[config.mk]
export PLATFORM = sky130hd
export DESIGN_NAME = rssu_top
export DESIGN_NICKNAME = d
export VERILOG_FILES = /design/src/rtl/rssu_sync.v /design/src/rtl/rssu_top.v
export VERILOG_INCLUDE_DIRS = /design/src /design/src/rtl
export SDC_FILE = /design/constraint.sdc
export NUM_CORES = 1
export LEC_CHECK = 0
export ABC_AREA = 1
export BUFFER_PORTS_ARGS = -buffer_cell sky130_fd_sc_hd__buf_2
export CORE_MARGIN = 2
export CORE_UTILIZATION = 47
export DETAILED_ROUTE_END_ITERATION = 8
export PLACE_DENSITY = 0.77
export SLEW_MARGIN = 40
export SYNTH_ARGS = -nofsm -noshare
export SYNTH_HDL_FRONTEND = slang
export SYNTH_SLANG_ARGS = --single-unit
[constraint.sdc]
create_clock -name aclk -period 1.5 [get_ports aclk]
set_clock_uncertainty 0.05 [all_clocks]
set_input_delay 0.3 -clock aclk [delete_from_list [all_inputs] [get_ports aclk]]
set_output_delay 0.3 -clock aclk [all_outputs]
set_load 0.02 [all_outputs]
[src/rtl/rssu_defines.vh]
`ifndef RSSU_DEFINES_VH
`define RSSU_DEFINES_VH

// Register byte addresses
`define RSSU_ADDR_STATUS     32'hBF80F600
`define RSSU_ADDR_STAT_CLR   32'hBF80F604
`define RSSU_ADDR_STAT_SET   32'hBF80F608
`define RSSU_ADDR_STAT_INV   32'hBF80F60C
`define RSSU_ADDR_SOFT_RESET_ARM_BIT      32'hBF80F610
`define RSSU_ADDR_SOFT_RESET_ARM_BIT_CLR  32'hBF80F614
`define RSSU_ADDR_SOFT_RESET_ARM_BIT_SET  32'hBF80F618
`define RSSU_ADDR_SOFT_RESET_ARM_BIT_INV  32'hBF80F61C
`define RSSU_ADDR_UNLOCK     32'hBF80F620

// Status and soft reset arm field positions
`define RSSU_BIT_CMR         9
`define RSSU_BIT_VREG        8
`define RSSU_BIT_PIN_RESET_FLAG        7
`define RSSU_BIT_SWR         6
`define RSSU_BIT_WATCHDOG_EXPIRY_FLAG        4
`define RSSU_BIT_SLEEP       3
`define RSSU_BIT_IDLE        2
`define RSSU_BIT_BOR         1
`define RSSU_BIT_POR         0
`define RSSU_BIT_ARM         0

// Reset values and implemented bits
`define RSSU_STATUS_RST      32'h00000003
`define RSSU_STATUS_IMPL     32'h000003DF
`define RSSU_SOFT_RESET_ARM_BIT_IMPL      32'h00000001

// Unlock keys
`define RSSU_KEY1            32'hAA996655
`define RSSU_KEY2            32'h556699AA

// Timing counts in system clock cycles
`define RSSU_FETCH_DLY_CYC   4'h8
`define RSSU_PIN_FILT_CYC    3'h4

// Bus response codes
`define RSSU_RESP_OKAY       2'h0
`define RSSU_RESP_SLVERR     2'h2

// Write operation codes of the alias sets
`define RSSU_OP_WRITE        2'h0
`define RSSU_OP_CLR          2'h1
`define RSSU_OP_SET          2'h2
`define RSSU_OP_INV          2'h3

`endif

[src/rtl/rssu_sync.v]
`timescale 1ns/10ps
module rssu_sync #(
	parameter RST_VAL = 1'b0
) (
	input  wire aclk,
	input  wire aresetn,
	input  wire din,
	output reg  dout
);

	reg meta_r;

	// Two-stage synchroniser, first stage read only by second
	always @(posedge aclk) begin
		if (!aresetn) begin
			meta_r <= RST_VAL;
			dout   <= RST_VAL;
		end else begin
			meta_r <= din;
			dout   <= meta_r;
		end
	end

endmodule

[src/rtl/rssu_top.v]
// Summary of operation
// All reset sources merge into one master system reset output.
// Configuration mismatch reset sets status bit 9; only software clears it.
// Status bit 8 keeps regulator active in sleep when one, standby when zero.
// External pin reset sets status bit 7; only software clears it.
// Software reset sets status bit 6; hardware sets, software clears.
// Watchdog time-out sets status bit 4 until software clears it.
// Wake from sleep sets status bit 3; only software clears it.
// Software setting a status flag only stores it, never resets.
// Power-on leaves brown-out and power-on flags one, others zero.
// Status bits 31..10 and 5 are reserved, read zero, ignored.
// Status clear alias clears the written one bits; read undefined.
// Status set alias sets the written one bits; read undefined.
// Soft reset clear alias clears selected bits; read undefined.
// Soft reset set alias sets selected bits; read undefined.
// Software clears a cause flag to see a later occurrence.
// Arm bit set, then a read of soft reset register resets next cycle.
// Arm bit writes are ignored unless the system is unlocked.
// Unlock needs key one then key two, back to back, no access between.
// Reset released when configured and clocks stable; fetch 8 cycles later.
// Invert aliases toggle selected bits of their target; read undefined.
// Only bit 0 of the soft reset register exists, as the arm bit.
//
// The AXI4-Lite interface to the registers is this design's own decision.
`timescale 1ns/10ps
`include "rssu_defines.vh"
module rssu_top (
	input  wire        aclk,
	input  wire        aresetn,
	input  wire [31:0] s_axi_awaddr,
	input  wire [2:0]  s_axi_awprot,
	input  wire        s_axi_awvalid,
	output wire        s_axi_awready,
	input  wire [31:0] s_axi_wdata,
	input  wire [3:0]  s_axi_wstrb,
	input  wire        s_axi_wvalid,
	output wire        s_axi_wready,
	output wire [1:0]  s_axi_bresp,
	output wire        s_axi_bvalid,
	input  wire        s_axi_bready,
	input  wire [31:0] s_axi_araddr,
	input  wire [2:0]  s_axi_arprot,
	input  wire        s_axi_arvalid,
	output wire        s_axi_arready,
	output wire [31:0] s_axi_rdata,
	output wire [1:0]  s_axi_rresp,
	output wire        s_axi_rvalid,
	input  wire        s_axi_rready,
	input  wire        external_reset_pin_n,
	input  wire        brownout_event,
	input  wire        config_loaded,
	input  wire        clocks_stable,
	input  wire        watchdog_reset_source,
	input  wire        config_mismatch_event,
	input  wire        cpu_in_sleep,
	input  wire        cpu_in_idle,
	input  wire        wake_from_sleep,
	input  wire        wake_from_idle,
	output wire        master_system_reset,
	output wire        cpu_fetch_enable,
	output wire        regulator_standby_ctl
);

	localparam ST_HOLD = 3'h1;
	localparam ST_DLY  = 3'h2;
	localparam ST_RUN  = 3'h4;

	// Address decode: 0..7 table entries, 8 unlock key, F unmapped
	function [3:0] rssu_decode;
		input [31:0] a;
		begin
			if (a == `RSSU_ADDR_UNLOCK)
				rssu_decode = 4'h8;
			else if (a[31:5] == `RSSU_ADDR_STATUS >> 5 && a[1:0] == 2'h0)
				rssu_decode = {1'b0, a[4:2]};
			else
				rssu_decode = 4'hF;
		end
	endfunction

	// Plain write, clear, set or invert of masked bits
	function [31:0] rssu_merge;
		input [31:0] old;
		input [31:0] d;
		input [31:0] m;
		input [1:0]  op;
		begin
			case (op)
				`RSSU_OP_WRITE: rssu_merge = (old & ~m) | (d & m);
				`RSSU_OP_CLR:   rssu_merge = old & ~(d & m);
				`RSSU_OP_SET:   rssu_merge = old | (d & m);
				default:        rssu_merge = old ^ (d & m);
			endcase
		end
	endfunction

	// Synchronised pin and analog inputs
	wire pin_n_s;
	wire bor_s;
	wire cfg_s;
	wire clk_ok_s;

	rssu_sync #(.RST_VAL(1'b1)) u_sync_pin (
		.aclk    (aclk),
		.aresetn (aresetn),
		.din     (external_reset_pin_n),
		.dout    (pin_n_s)
	);

	rssu_sync #(.RST_VAL(1'b0)) u_sync_bor (
		.aclk    (aclk),
		.aresetn (aresetn),
		.din     (brownout_event),
		.dout    (bor_s)
	);

	rssu_sync #(.RST_VAL(1'b0)) u_sync_cfg (
		.aclk    (aclk),
		.aresetn (aresetn),
		.din     (config_loaded),
		.dout    (cfg_s)
	);

	rssu_sync #(.RST_VAL(1'b0)) u_sync_clk (
		.aclk    (aclk),
		.aresetn (aresetn),
		.din     (clocks_stable),
		.dout    (clk_ok_s)
	);

	// Bus state
	reg        aw_got_r;
	reg        w_got_r;
	reg [31:0] awaddr_r;
	reg [31:0] wdata_r;
	reg [3:0]  wstrb_r;
	reg        bvalid_r;
	reg [1:0]  bresp_r;
	reg        rvalid_r;
	reg [1:0]  rresp_r;
	reg [31:0] rdata_r;

	// Block state
	reg [31:0] status_r;
	reg [31:0] status_nxt;
	reg        arm_r;
	reg        arm_nxt;
	reg        unlocked_r;
	reg        unlocked_nxt;
	reg        key1_r;
	reg        key1_nxt;
	reg        swr_pend_r;
	reg [2:0]  pin_cnt_r;
	reg        pin_rst_r;
	reg [2:0]  state_r;
	reg [2:0]  state_nxt;
	reg [3:0]  dly_r;
	reg [3:0]  dly_nxt;
	reg        master_system_reset_r;
	reg        master_system_reset_nxt;
	reg        fetch_r;
	reg        fetch_nxt;

	wire        aw_hs   = s_axi_awvalid & s_axi_awready;
	wire        w_hs    = s_axi_wvalid & s_axi_wready;
	wire        ar_hs   = s_axi_arvalid & s_axi_arready;
	wire        wr_fire = aw_got_r & w_got_r & ~bvalid_r;
	wire [3:0]  wsel    = rssu_decode(awaddr_r);
	wire [3:0]  rsel    = rssu_decode(s_axi_araddr);
	wire [31:0] wmask   = {{8{wstrb_r[3]}}, {8{wstrb_r[2]}}, {8{wstrb_r[1]}}, {8{wstrb_r[0]}}};
	wire        wr_stat = wr_fire & (wsel[3:2] == 2'h0);
	wire        wr_swr  = wr_fire & (wsel[3:2] == 2'h1);
	wire        wr_key  = wr_fire & (wsel == 4'h8);

	assign s_axi_awready = ~aw_got_r & ~bvalid_r;
	assign s_axi_wready  = ~w_got_r & ~bvalid_r;
	assign s_axi_bvalid  = bvalid_r;
	assign s_axi_bresp   = bresp_r;
	assign s_axi_arready = ~rvalid_r;
	assign s_axi_rvalid  = rvalid_r;
	assign s_axi_rresp   = rresp_r;
	assign s_axi_rdata   = rdata_r;

	assign master_system_reset   = master_system_reset_r;
	assign cpu_fetch_enable      = fetch_r;
	assign regulator_standby_ctl = status_r[`RSSU_BIT_VREG];

	// Watchdog in sleep or idle wakes the core instead of resetting
	wire wdt_reset = watchdog_reset_source & ~cpu_in_sleep & ~cpu_in_idle;
	wire wdt_wake  = watchdog_reset_source & (cpu_in_sleep | cpu_in_idle);

	// Merged reset request from every source
	wire reset_req = pin_rst_r | bor_s | config_mismatch_event | wdt_reset | swr_pend_r;

	// Hardware flag sets
	reg [31:0] hw_set;
	always @* begin
		hw_set = 32'h00000000;
		hw_set[`RSSU_BIT_CMR]   = config_mismatch_event;
		hw_set[`RSSU_BIT_PIN_RESET_FLAG]  = pin_rst_r;
		hw_set[`RSSU_BIT_SWR]   = swr_pend_r;
		hw_set[`RSSU_BIT_WATCHDOG_EXPIRY_FLAG]  = watchdog_reset_source;
		hw_set[`RSSU_BIT_SLEEP] = wake_from_sleep | (wdt_wake & cpu_in_sleep);
		hw_set[`RSSU_BIT_IDLE]  = wake_from_idle | (wdt_wake & cpu_in_idle);
		hw_set[`RSSU_BIT_BOR]   = bor_s;
	end

	// Pin low must persist for the filter count to count as a reset
	always @(posedge aclk) begin
		if (!aresetn) begin
			pin_cnt_r <= 3'h0;
			pin_rst_r <= 1'b0;
		end else if (pin_n_s) begin
			pin_cnt_r <= 3'h0;
			pin_rst_r <= 1'b0;
		end else if (pin_cnt_r == `RSSU_PIN_FILT_CYC - 3'h1) begin
			pin_rst_r <= 1'b1;
		end else begin
			pin_cnt_r <= pin_cnt_r + 3'h1;
		end
	end

	// Status and soft reset register updates
	wire [31:0] stat_wr = rssu_merge(status_r, wdata_r, wmask & `RSSU_STATUS_IMPL, wsel[1:0]);
	wire [31:0] swr_wr  = rssu_merge({31'h0, arm_r}, wdata_r, wmask & `RSSU_SOFT_RESET_ARM_BIT_IMPL, wsel[1:0]);

	always @* begin
		status_nxt = status_r;
		if (wr_stat)
			status_nxt = stat_wr;
		status_nxt = status_nxt | hw_set;
	end

	always @* begin
		arm_nxt = arm_r;
		if (wr_swr && unlocked_r)
			arm_nxt = swr_wr[`RSSU_BIT_ARM];
		if (master_system_reset_r)
			arm_nxt = 1'b0;
	end

	// Unlock sequence: any other access between keys breaks it
	always @* begin
		key1_nxt     = key1_r;
		unlocked_nxt = unlocked_r;
		if (wr_key) begin
			if (wdata_r == `RSSU_KEY1) begin
				key1_nxt = 1'b1;
			end else if (key1_r && wdata_r == `RSSU_KEY2) begin
				key1_nxt     = 1'b0;
				unlocked_nxt = 1'b1;
			end else begin
				key1_nxt     = 1'b0;
				unlocked_nxt = 1'b0;
			end
		end else if (wr_fire || ar_hs) begin
			key1_nxt = 1'b0;
		end
		if (master_system_reset_r) begin
			key1_nxt     = 1'b0;
			unlocked_nxt = 1'b0;
		end
	end

	always @(posedge aclk) begin
		if (!aresetn) begin
			status_r   <= `RSSU_STATUS_RST;
			arm_r      <= 1'b0;
			key1_r     <= 1'b0;
			unlocked_r <= 1'b0;
		end else begin
			status_r   <= status_nxt;
			arm_r      <= arm_nxt;
			key1_r     <= key1_nxt;
			unlocked_r <= unlocked_nxt;
		end
	end

	// Write channel
	always @(posedge aclk) begin
		if (!aresetn) begin
			aw_got_r <= 1'b0;
			w_got_r  <= 1'b0;
			awaddr_r <= 32'h00000000;
			wdata_r  <= 32'h00000000;
			wstrb_r  <= 4'h0;
			bvalid_r <= 1'b0;
			bresp_r  <= `RSSU_RESP_OKAY;
		end else begin
			if (aw_hs) begin
				aw_got_r <= 1'b1;
				awaddr_r <= s_axi_awaddr;
			end
			if (w_hs) begin
				w_got_r <= 1'b1;
				wdata_r <= s_axi_wdata;
				wstrb_r <= s_axi_wstrb;
			end
			if (wr_fire) begin
				aw_got_r <= 1'b0;
				w_got_r  <= 1'b0;
				bvalid_r <= 1'b1;
				bresp_r  <= (wsel == 4'hF) ? `RSSU_RESP_SLVERR : `RSSU_RESP_OKAY;
			end else if (bvalid_r && s_axi_bready) begin
				bvalid_r <= 1'b0;
			end
		end
	end

	// Read data mux; aliases read as zero
	reg [31:0] rmux;
	always @* begin
		case (rsel)
			4'h0:    rmux = status_r & `RSSU_STATUS_IMPL;
			4'h4:    rmux = {31'h0, arm_r};
			4'h8:    rmux = {31'h0, unlocked_r};
			default: rmux = 32'h00000000;
		endcase
	end

	// Read channel; a read of the armed register launches soft reset
	always @(posedge aclk) begin
		if (!aresetn) begin
			rvalid_r   <= 1'b0;
			rresp_r    <= `RSSU_RESP_OKAY;
			rdata_r    <= 32'h00000000;
			swr_pend_r <= 1'b0;
		end else begin
			swr_pend_r <= 1'b0;
			if (ar_hs) begin
				rvalid_r <= 1'b1;
				rdata_r  <= rmux;
				rresp_r  <= (rsel == 4'hF) ? `RSSU_RESP_SLVERR : `RSSU_RESP_OKAY;
				if (rsel == 4'h4 && arm_r)
					swr_pend_r <= 1'b1;
			end else if (rvalid_r && s_axi_rready) begin
				rvalid_r <= 1'b0;
			end
		end
	end

	// Reset sequencer
	always @* begin
		state_nxt  = state_r;
		dly_nxt    = dly_r;
		master_system_reset_nxt = master_system_reset_r;
		fetch_nxt  = fetch_r;
		case (state_r)
			ST_HOLD: begin
				master_system_reset_nxt = 1'b1;
				fetch_nxt  = 1'b0;
				dly_nxt    = 4'h0;
				if (!reset_req && cfg_s && clk_ok_s) begin
					state_nxt  = ST_DLY;
					master_system_reset_nxt = 1'b0;
					dly_nxt    = 4'h1;
				end
			end
			ST_DLY: begin
				if (dly_r == `RSSU_FETCH_DLY_CYC) begin
					state_nxt = ST_RUN;
					fetch_nxt = 1'b1;
				end else begin
					dly_nxt = dly_r + 4'h1;
				end
			end
			ST_RUN: begin
				fetch_nxt = 1'b1;
			end
			default: begin
				state_nxt  = ST_HOLD;
				master_system_reset_nxt = 1'b1;
				fetch_nxt  = 1'b0;
			end
		endcase
		if (reset_req) begin
			state_nxt  = ST_HOLD;
			master_system_reset_nxt = 1'b1;
			fetch_nxt  = 1'b0;
			dly_nxt    = 4'h0;
		end
	end

	always @(posedge aclk) begin
		if (!aresetn) begin
			state_r  <= ST_HOLD;
			dly_r    <= 4'h0;
			master_system_reset_r <= 1'b1;
			fetch_r  <= 1'b0;
		end else begin
			state_r  <= state_nxt;
			dly_r    <= dly_nxt;
			master_system_reset_r <= master_system_reset_nxt;
			fetch_r  <= fetch_nxt;
		end
	end

endmodule

==> results.json, run 1 <==
{
  "status": "complete, but fails checks",
  "violations": "negative setup slack",
  "postCtsHoldBufs": 0,
  "critPathKind": "flop to flop",
  "coreArea_sq_um": 11400,
  "track_usage": 0.216,
  "endpoint_kind": "flop",
  "max_cap_violations": 0,
  "min_period_over_period": 1.14,
  "clk_pin_slew_ns": 0.05,
  "placed_cells": 1088,
  "drive_above_1_share": 0.294,
  "antenna_found_initial": 0,
  "port_buffers": 133,
  "synth_warnings": 0,
  "syn_to_final_growth_pct": 36.4,
  "grt_pass1_wl_mm": 22.3,
  "ys_seq_area_frac": 0.421,
  "diodes": 0,
  "max_freq_ghz": 0.585,
  "p_leak_nw": 3.47,
  "clockBufferDepth": 2,
  "clk_latency_ns": 0.40,
  "hold_viol": 0,
  "period_needed_ns": 1.71,
  "die_y_microns": 112,
  "yosysUniqueCellTypes": 38,
  "gp_congestion": 0.799,
  "floorplan.initialDensity": 0.481,
  "h-tree-depth": 4,
  "power_w": 0.00846,
  "totalWireLength_mm": 13.3,
  "rr_startpoint": "awaddr_r[22]",
  "fin_nets": 1105,
  "final_cells": 1123,
  "finalWorstSetupSlack_ns": -0.211,
  "io_pins": 167,
  "postRouteAntennaNets": 0,
  "first_pass_iters": 5,
  "placed_cell_area_sq_um": 6640,
  "peakVddDrop_v": 0.000829,
  "critical_path_required_ns": 1.79,
  "cts_buffers": 17,
  "clock-root-buffer": "clkbuf_16",
  "fin_area_sq_um": 7470,
  "drv_slew": 0,
  "powerDensity_nw_per_um2": 1130,
  "critPathLaunchType": "flop",
  "hp-start": "config_loaded",
  "crit_arrival_ns": 2.00,
  "die_area_sq_um": 12500,
  "grt_pass1_vias": 4948,
  "drt_iter0_drc": 284,
  "holdPathEnd": "u_sync_cfg.meta_r",
  "reg2reg_depth": 12,
  "final_util": 0.657,
  "path_max_fanout": 8,
  "yosys_register_bits": 115,
  "wl_per_cell_microns": 11.8,
  "syn_inst": 777,
  "grt_overflow": 0,
  "r2r_slack_ns": -0.21,
  "hold_path_depth": 3,
  "fp-row-count": 39,
  "setup_viol": 14,
  "via_count": 5473,
  "min-delay-path-class": "input port to flop",
  "rr_endpoint": "status_r[7]",
  "synth.avg_cell_area_sq_um": 7.05,
  "dp_hpwl_mm": 9.24,
  "cts_tree": "done",
  "cts.sinks": 115,
  "rsz0062_at_grt": "true",
  "grt_max_degree": 72,
  "die_x_microns": 112,
  "synth_area_sq_um": 5470,
  "drc_errors": 0,
  "vias_per_cell": 4.87
}
[state kept, by name, indices dropped and copies added (netlist names), 2 cells and up]
register	cells
wstrb_r	2
status_r	9
awaddr_r	32
pin_cnt_r	3
state_r	3
s_axi_rdata	9
dly_r	4
wdata_r	32
[cell usage in the layout, fill, tap and decap left out, drive strengths merged]
cell type    n
and2         1
a31oi        2
or4          1
nor3        11
or2          5
nand2      117
buf        201
clkbuf      21
o211ai       1
nand3b       7
nand4       16
ha          14
nand3       35
bufinv       3
a21oi       71
o32ai        1
o21ai       76
clkinvlp     3
nor2       141
clkinv       6
xor2         1
and3         1
conb        25
a21boi       2
dfxtp      115
nor4        10
inv         89
a211oi       3
o31ai        1
[layer usage]
layer / vias to the layer above / global-route usage / wire length (microns)
met5: - / 0 / 0
met4: 0 / 0.0626 / 160
met3: 16 / 0.0588 / 906
met2: 175 / 0.348 / 6050
met1: 2419 / 0.284 / 6170
li1: 2863 / - / -
[critical path, stage by stage, from the launching register on]
cell and delay (ns):
dfxtp_1 0.29, inv_1 0.08, nand2_2 0.06, nor2_2 0.12, nand2_2 0.08, nor2_4 0.18
nand4_1 0.19, nand2_2 0.12, buf_12 0.12, nand2_2 0.04, nand2_1 0.07, nand3_2 0.08
a21oi_2 0.15
[power by group]
| group | total [W] | internal [W] | switching (W) |
|---|---|---|---|
| Clock | 0.00403 | 0.00267 | 0.00136 |
| Combinational | 0.00104 | 0.000449 | 0.000590 |
| Sequential | 0.00339 | 0.00327 | 0.000120 |
| Total | 0.00846 | 0.00639 | 0.00207 |
[area by class of cell]
type	instances	area, sq um
inverter	91	349
fill	983	3900
sequential	115	2310
clock inverter	10	133
timing repair buffer	201	1240
clock buffer	21	460
tap	143	179
multi-input combinational	542	2790
[through the flow]
step	hold slack [ns]	setup WS [ns]	TNS, ns
final	0.0245	-0.211	-1.87
after global routing	0.0205	-0.384	-4.24
after CTS	0.0157	-0.214	-2.06
after detailed placement	0.348	-0.342	-6.27
after global placement	0.345	-0.300	-5.31
after floorplan	0.340	-0.0653	-0.535
[cells in the mapped netlist]
cell type	count	area (sq um)
a211oi_1	3	22.5
a21boi_0	2	15.0
a21oi_1	71	355
a31oi_1	2	12.5
and2_1	1	6.26
and3_1	1	6.26
buf_4	26	195
buf_6	2	22.5
clkbuf_1	25	93.8
clkinv_1	2	7.51
conb_1	1	3.75
dfxtp_1	115	2300
ha_1	14	175
inv_1	87	327
inv_2	2	7.51
nand2_1	115	432
nand2_2	1	6.26
nand2_4	1	11.3
nand3_1	34	170
nand3_2	1	10.0
nand3b_1	7	52.6
nand4_1	16	100
nor2_1	135	507
nor2_2	4	25.0
nor2_4	2	22.5
nor3_1	9	45.0
nor3_2	1	10.0
nor3_4	1	16.3
nor4_1	10	62.6
o211ai_1	1	7.51
o21ai_0	75	375
o21ai_1	1	5.00
o31ai_1	1	7.51
o32ai_1	1	8.76
or2_1	1	6.26
or2_2	4	25.0
or4_1	1	7.51
xor2_1	1	8.76
[timing repair]
action	in CTS	in global routing
setup buffers	4	0
hold endpoints to repair	0	0
endpoints found under the setup margin	21	32
pin swaps	15	4
gates resized for setup	42	18
[worst max path at each step]
| stage | startpoint | to | slack (ns) | cells past startpoint |
|---|---|---|---|---|
| 6_report | awaddr_r[22] | status_r[7] | -0.21 | 12 |
| 5_1_grt | awaddr_r[22] | status_r[0] | -0.38 | 12 |
| 4_1_cts | awaddr_r[21] | status_r[4] | -0.21 | 11 |
| 3_5_place_dp | s_axi_araddr[18] | s_axi_rdata[4] | -0.34 | 10 |
| 3_3_place_gp | s_axi_araddr[18] | s_axi_rdata[7] | -0.30 | 10 |
| 2_1_floorplan | awaddr_r[18] | status_r[4] | -0.07 | 13 |
[kinds of logic (layout without fill, tap and decap cells)]
group	Yosys count	count (layout)	share of synthesized area
DFF	115	115	0.421
AOI/OAI and AO/OA	157	157	0.148
other	1	25	0.000685
xor gates and xnor gates	1	1	0.00160
and+or+nand+nor	345	345	0.278
adders and majority gates	14	14	0.0320
buffers and inverters	144	323	0.119
No activity file was read; power rests on OpenSTA's default activity.
==> run 2: changes to the inputs <==
- clock period: 1.5 -> 1.55 ns (I/O delays scaled with it)
==> run 2 against run 1 <==
Effect of this change: the flow still finishes with violations (negative setup slack); via count shrank 0.95%; routed wire length fell by 0.37%; critical path depth decreased by 1; first-iteration DRC count grew 33%; count of clock-buffer cells in the layout is 1 lower; global-route usage decreased by 0.065 points; combinational power decreased by 6%; non-clock buffer count down 4; critical endpoint is now status_r[4]; largest power group unchanged; highest routed layer unchanged.
==> results.json, run 2 (synthesized netlist as in run 1, its figures left out) <==
{
  "drc_errors": 0,
  "fin_nets": 1101,
  "power_w": 0.00823,
  "die_y_microns": 112,
  "gp_congestion": 0.836,
  "powerDensity_nw_per_um2": 1100,
  "max_cap_violations": 0,
  "antenna_found_initial": 0,
  "final_cells": 1120,
  "wl_per_cell_microns": 11.8,
  "critical_path_required_ns": 1.80,
  "floorplan.initialDensity": 0.481,
  "rsz0062_at_grt": "true",
  "crit_chain": "nand2_1, nand3b_1, nor2_4, buf_6, nand2_8, nand2_4, inv_4, nor2_1, nand2_2, nand3_2, a21oi_2",
  "coreArea_sq_um": 11400,
  "hold_viol": 0,
  "reg_top3": "awaddr_r: 32 flops, wdata_r: 32 flops",
  "via_count": 5421,
  "vias_per_cell": 4.84,
  "violations": "negative setup slack",
  "totalWireLength_mm": 13.2,
  "mostFrequentLayoutCell": "buf_2",
  "cts.sinks": 115,
  "placed_cells": 1084,
  "crit_buf_inv": 2,
  "r2r_slack_ns": -0.15,
  "drive_above_1_share": 0.317,
  "critPathKind": "flop to flop",
  "drv_slew": 0,
  "critical-path-top-delay-family": "simple AND/OR/NAND/NOR gates",
  "grt_max_degree": 62,
  "finalWorstSetupSlack_ns": -0.148,
  "fp-row-count": 39,
  "whs_ns": 0.0305,
  "min-delay-path-class": "input port to flop",
  "p_leak_nw": 3.42,
  "endpoint_kind": "flop",
  "diodes": 0,
  "cts_tree": "done",
  "path_max_fanout": 15,
  "syn_to_final_growth_pct": 36.8,
  "setup-tns-final_ns": -1.22,
  "status": "complete, but fails checks",
  "critPathLaunchType": "flop",
  "grt_pass1_vias": 5056,
  "die_area_sq_um": 12500,
  "slowest_stage": "dfxtp_1",
  "first_pass_iters": 5,
  "grt_overflow": 0,
  "peakVddDrop_v": 0.000807,
  "num-fill-cells": 984,
  "setup_viol": 10,
  "clk_latency_ns": 0.41,
  "clk_pin_slew_ns": 0.05,
  "max_stage_delay_ns": 0.33,
  "port_buffers": 133,
  "grt_pass1_wl_mm": 22.2,
  "clock-root-buffer": "clkbuf_16",
  "io_pins": 167,
  "dp_hpwl_mm": 9.48,
  "crit_arrival_ns": 1.95,
  "postRouteAntennaNets": 0,
  "max_freq_ghz": 0.589,
  "min_period_over_period": 1.10,
  "die_x_microns": 112,
  "h-tree-depth": 4,
  "track_usage": 0.215,
  "clockBufferDepth": 2,
  "layout_common_cells": "buf_2 (133), nor2_1 (123), dfxtp_1 (104), nand2_1 (95), inv_1 (80)",
  "drt_iter0_drc": 378,
  "cts_buffers": 17,
  "period_needed_ns": 1.70
}
## run 2: cell count changes in the layout (fill, tap and decap cells not counted), moves of 3 or more
cell / previous run / this run
nand2_2: 8 / 16
dfxtp_2: 5 / 11
nor2_2: 6 / 12
nand2_1: 104 / 95
inv_1: 83 / 80
inv_2: 4 / 7
nor2_1: 130 / 123
clkinv_4: 0 / 3
buf_6: 7 / 3
dfxtp_1: 110 / 104
## run 2: path summary, 6_finish.rpt
path | from | end | depth (start not counted)
worst max register to register | awaddr_r[9] | status_r[4] | 11
worst min register to register | u_sync_cfg.meta_r | u_sync_cfg.dout | 2
worst min-delay path | clocks_stable | u_sync_clk.meta_r | 3
worst max-delay path | awaddr_r[9] | status_r[4] | 11
## run 2: metal layers
| layer | vias up | share of wire | global-route usage |
|---|---|---|---|
| met5 | - | 0 | 0 |
| li1 | 2853 | - | - |
| met4 | 0 | 0.015 | 0.0724 |
| met2 | 164 | 0.46 | 0.354 |
| met1 | 2387 | 0.46 | 0.277 |
| met3 | 17 | 0.062 | 0.0533 |
## run 2: area by class of cell
class / count / area (sq um) / share of cell area
Multi-Input combinational cell: 542 / 2840 / 0.379
Sequential cell: 115 / 2320 / 0.309
Timing Repair Buffer: 197 / 1190 / 0.160
Clock buffer: 20 / 457 / 0.0610
Inverter: 91 / 347 / 0.0463
Tap cell: 143 / 179 / 0.0239
Clock inverter: 12 / 156 / 0.0209
## run 2: report_power, final
| group | leakage (nW) | switching [W] | internal, W |
|---|---|---|---|
| logic | 2.19 | 0.000573 | 0.000405 |
| registers | 0.951 | 0.000124 | 0.00317 |
| clock network | 0.288 | 0.00135 | 0.00261 |
| total | 3.42 | 0.00205 | 0.00618 |
## run 2: worst min-delay path: stages
cell,delay [ns]
buf_2,0.07
nand2_1,0.04
inv_1,0.04
## run 2: metrics by stage
step	instance area (sq um)	setup slack, ns	utilization
finish	7490	-0.148	0.659
floorplan	5570	-0.0590	-
CTS	7290	-0.155	0.641
global route	7490	-0.285	0.659
global placement	6590	-0.256	0.579
detailed placement	6590	-0.339	0.579
## run 2: what timing repair did
action / in CTS / in global routing
resized for setup: 26 / 63
endpoints found under the setup margin: 21 / 30
hold buffers: 0 / 0
cloned: 0 / 0
setup buffers: 0 / 4
pin swaps: 8 / 17
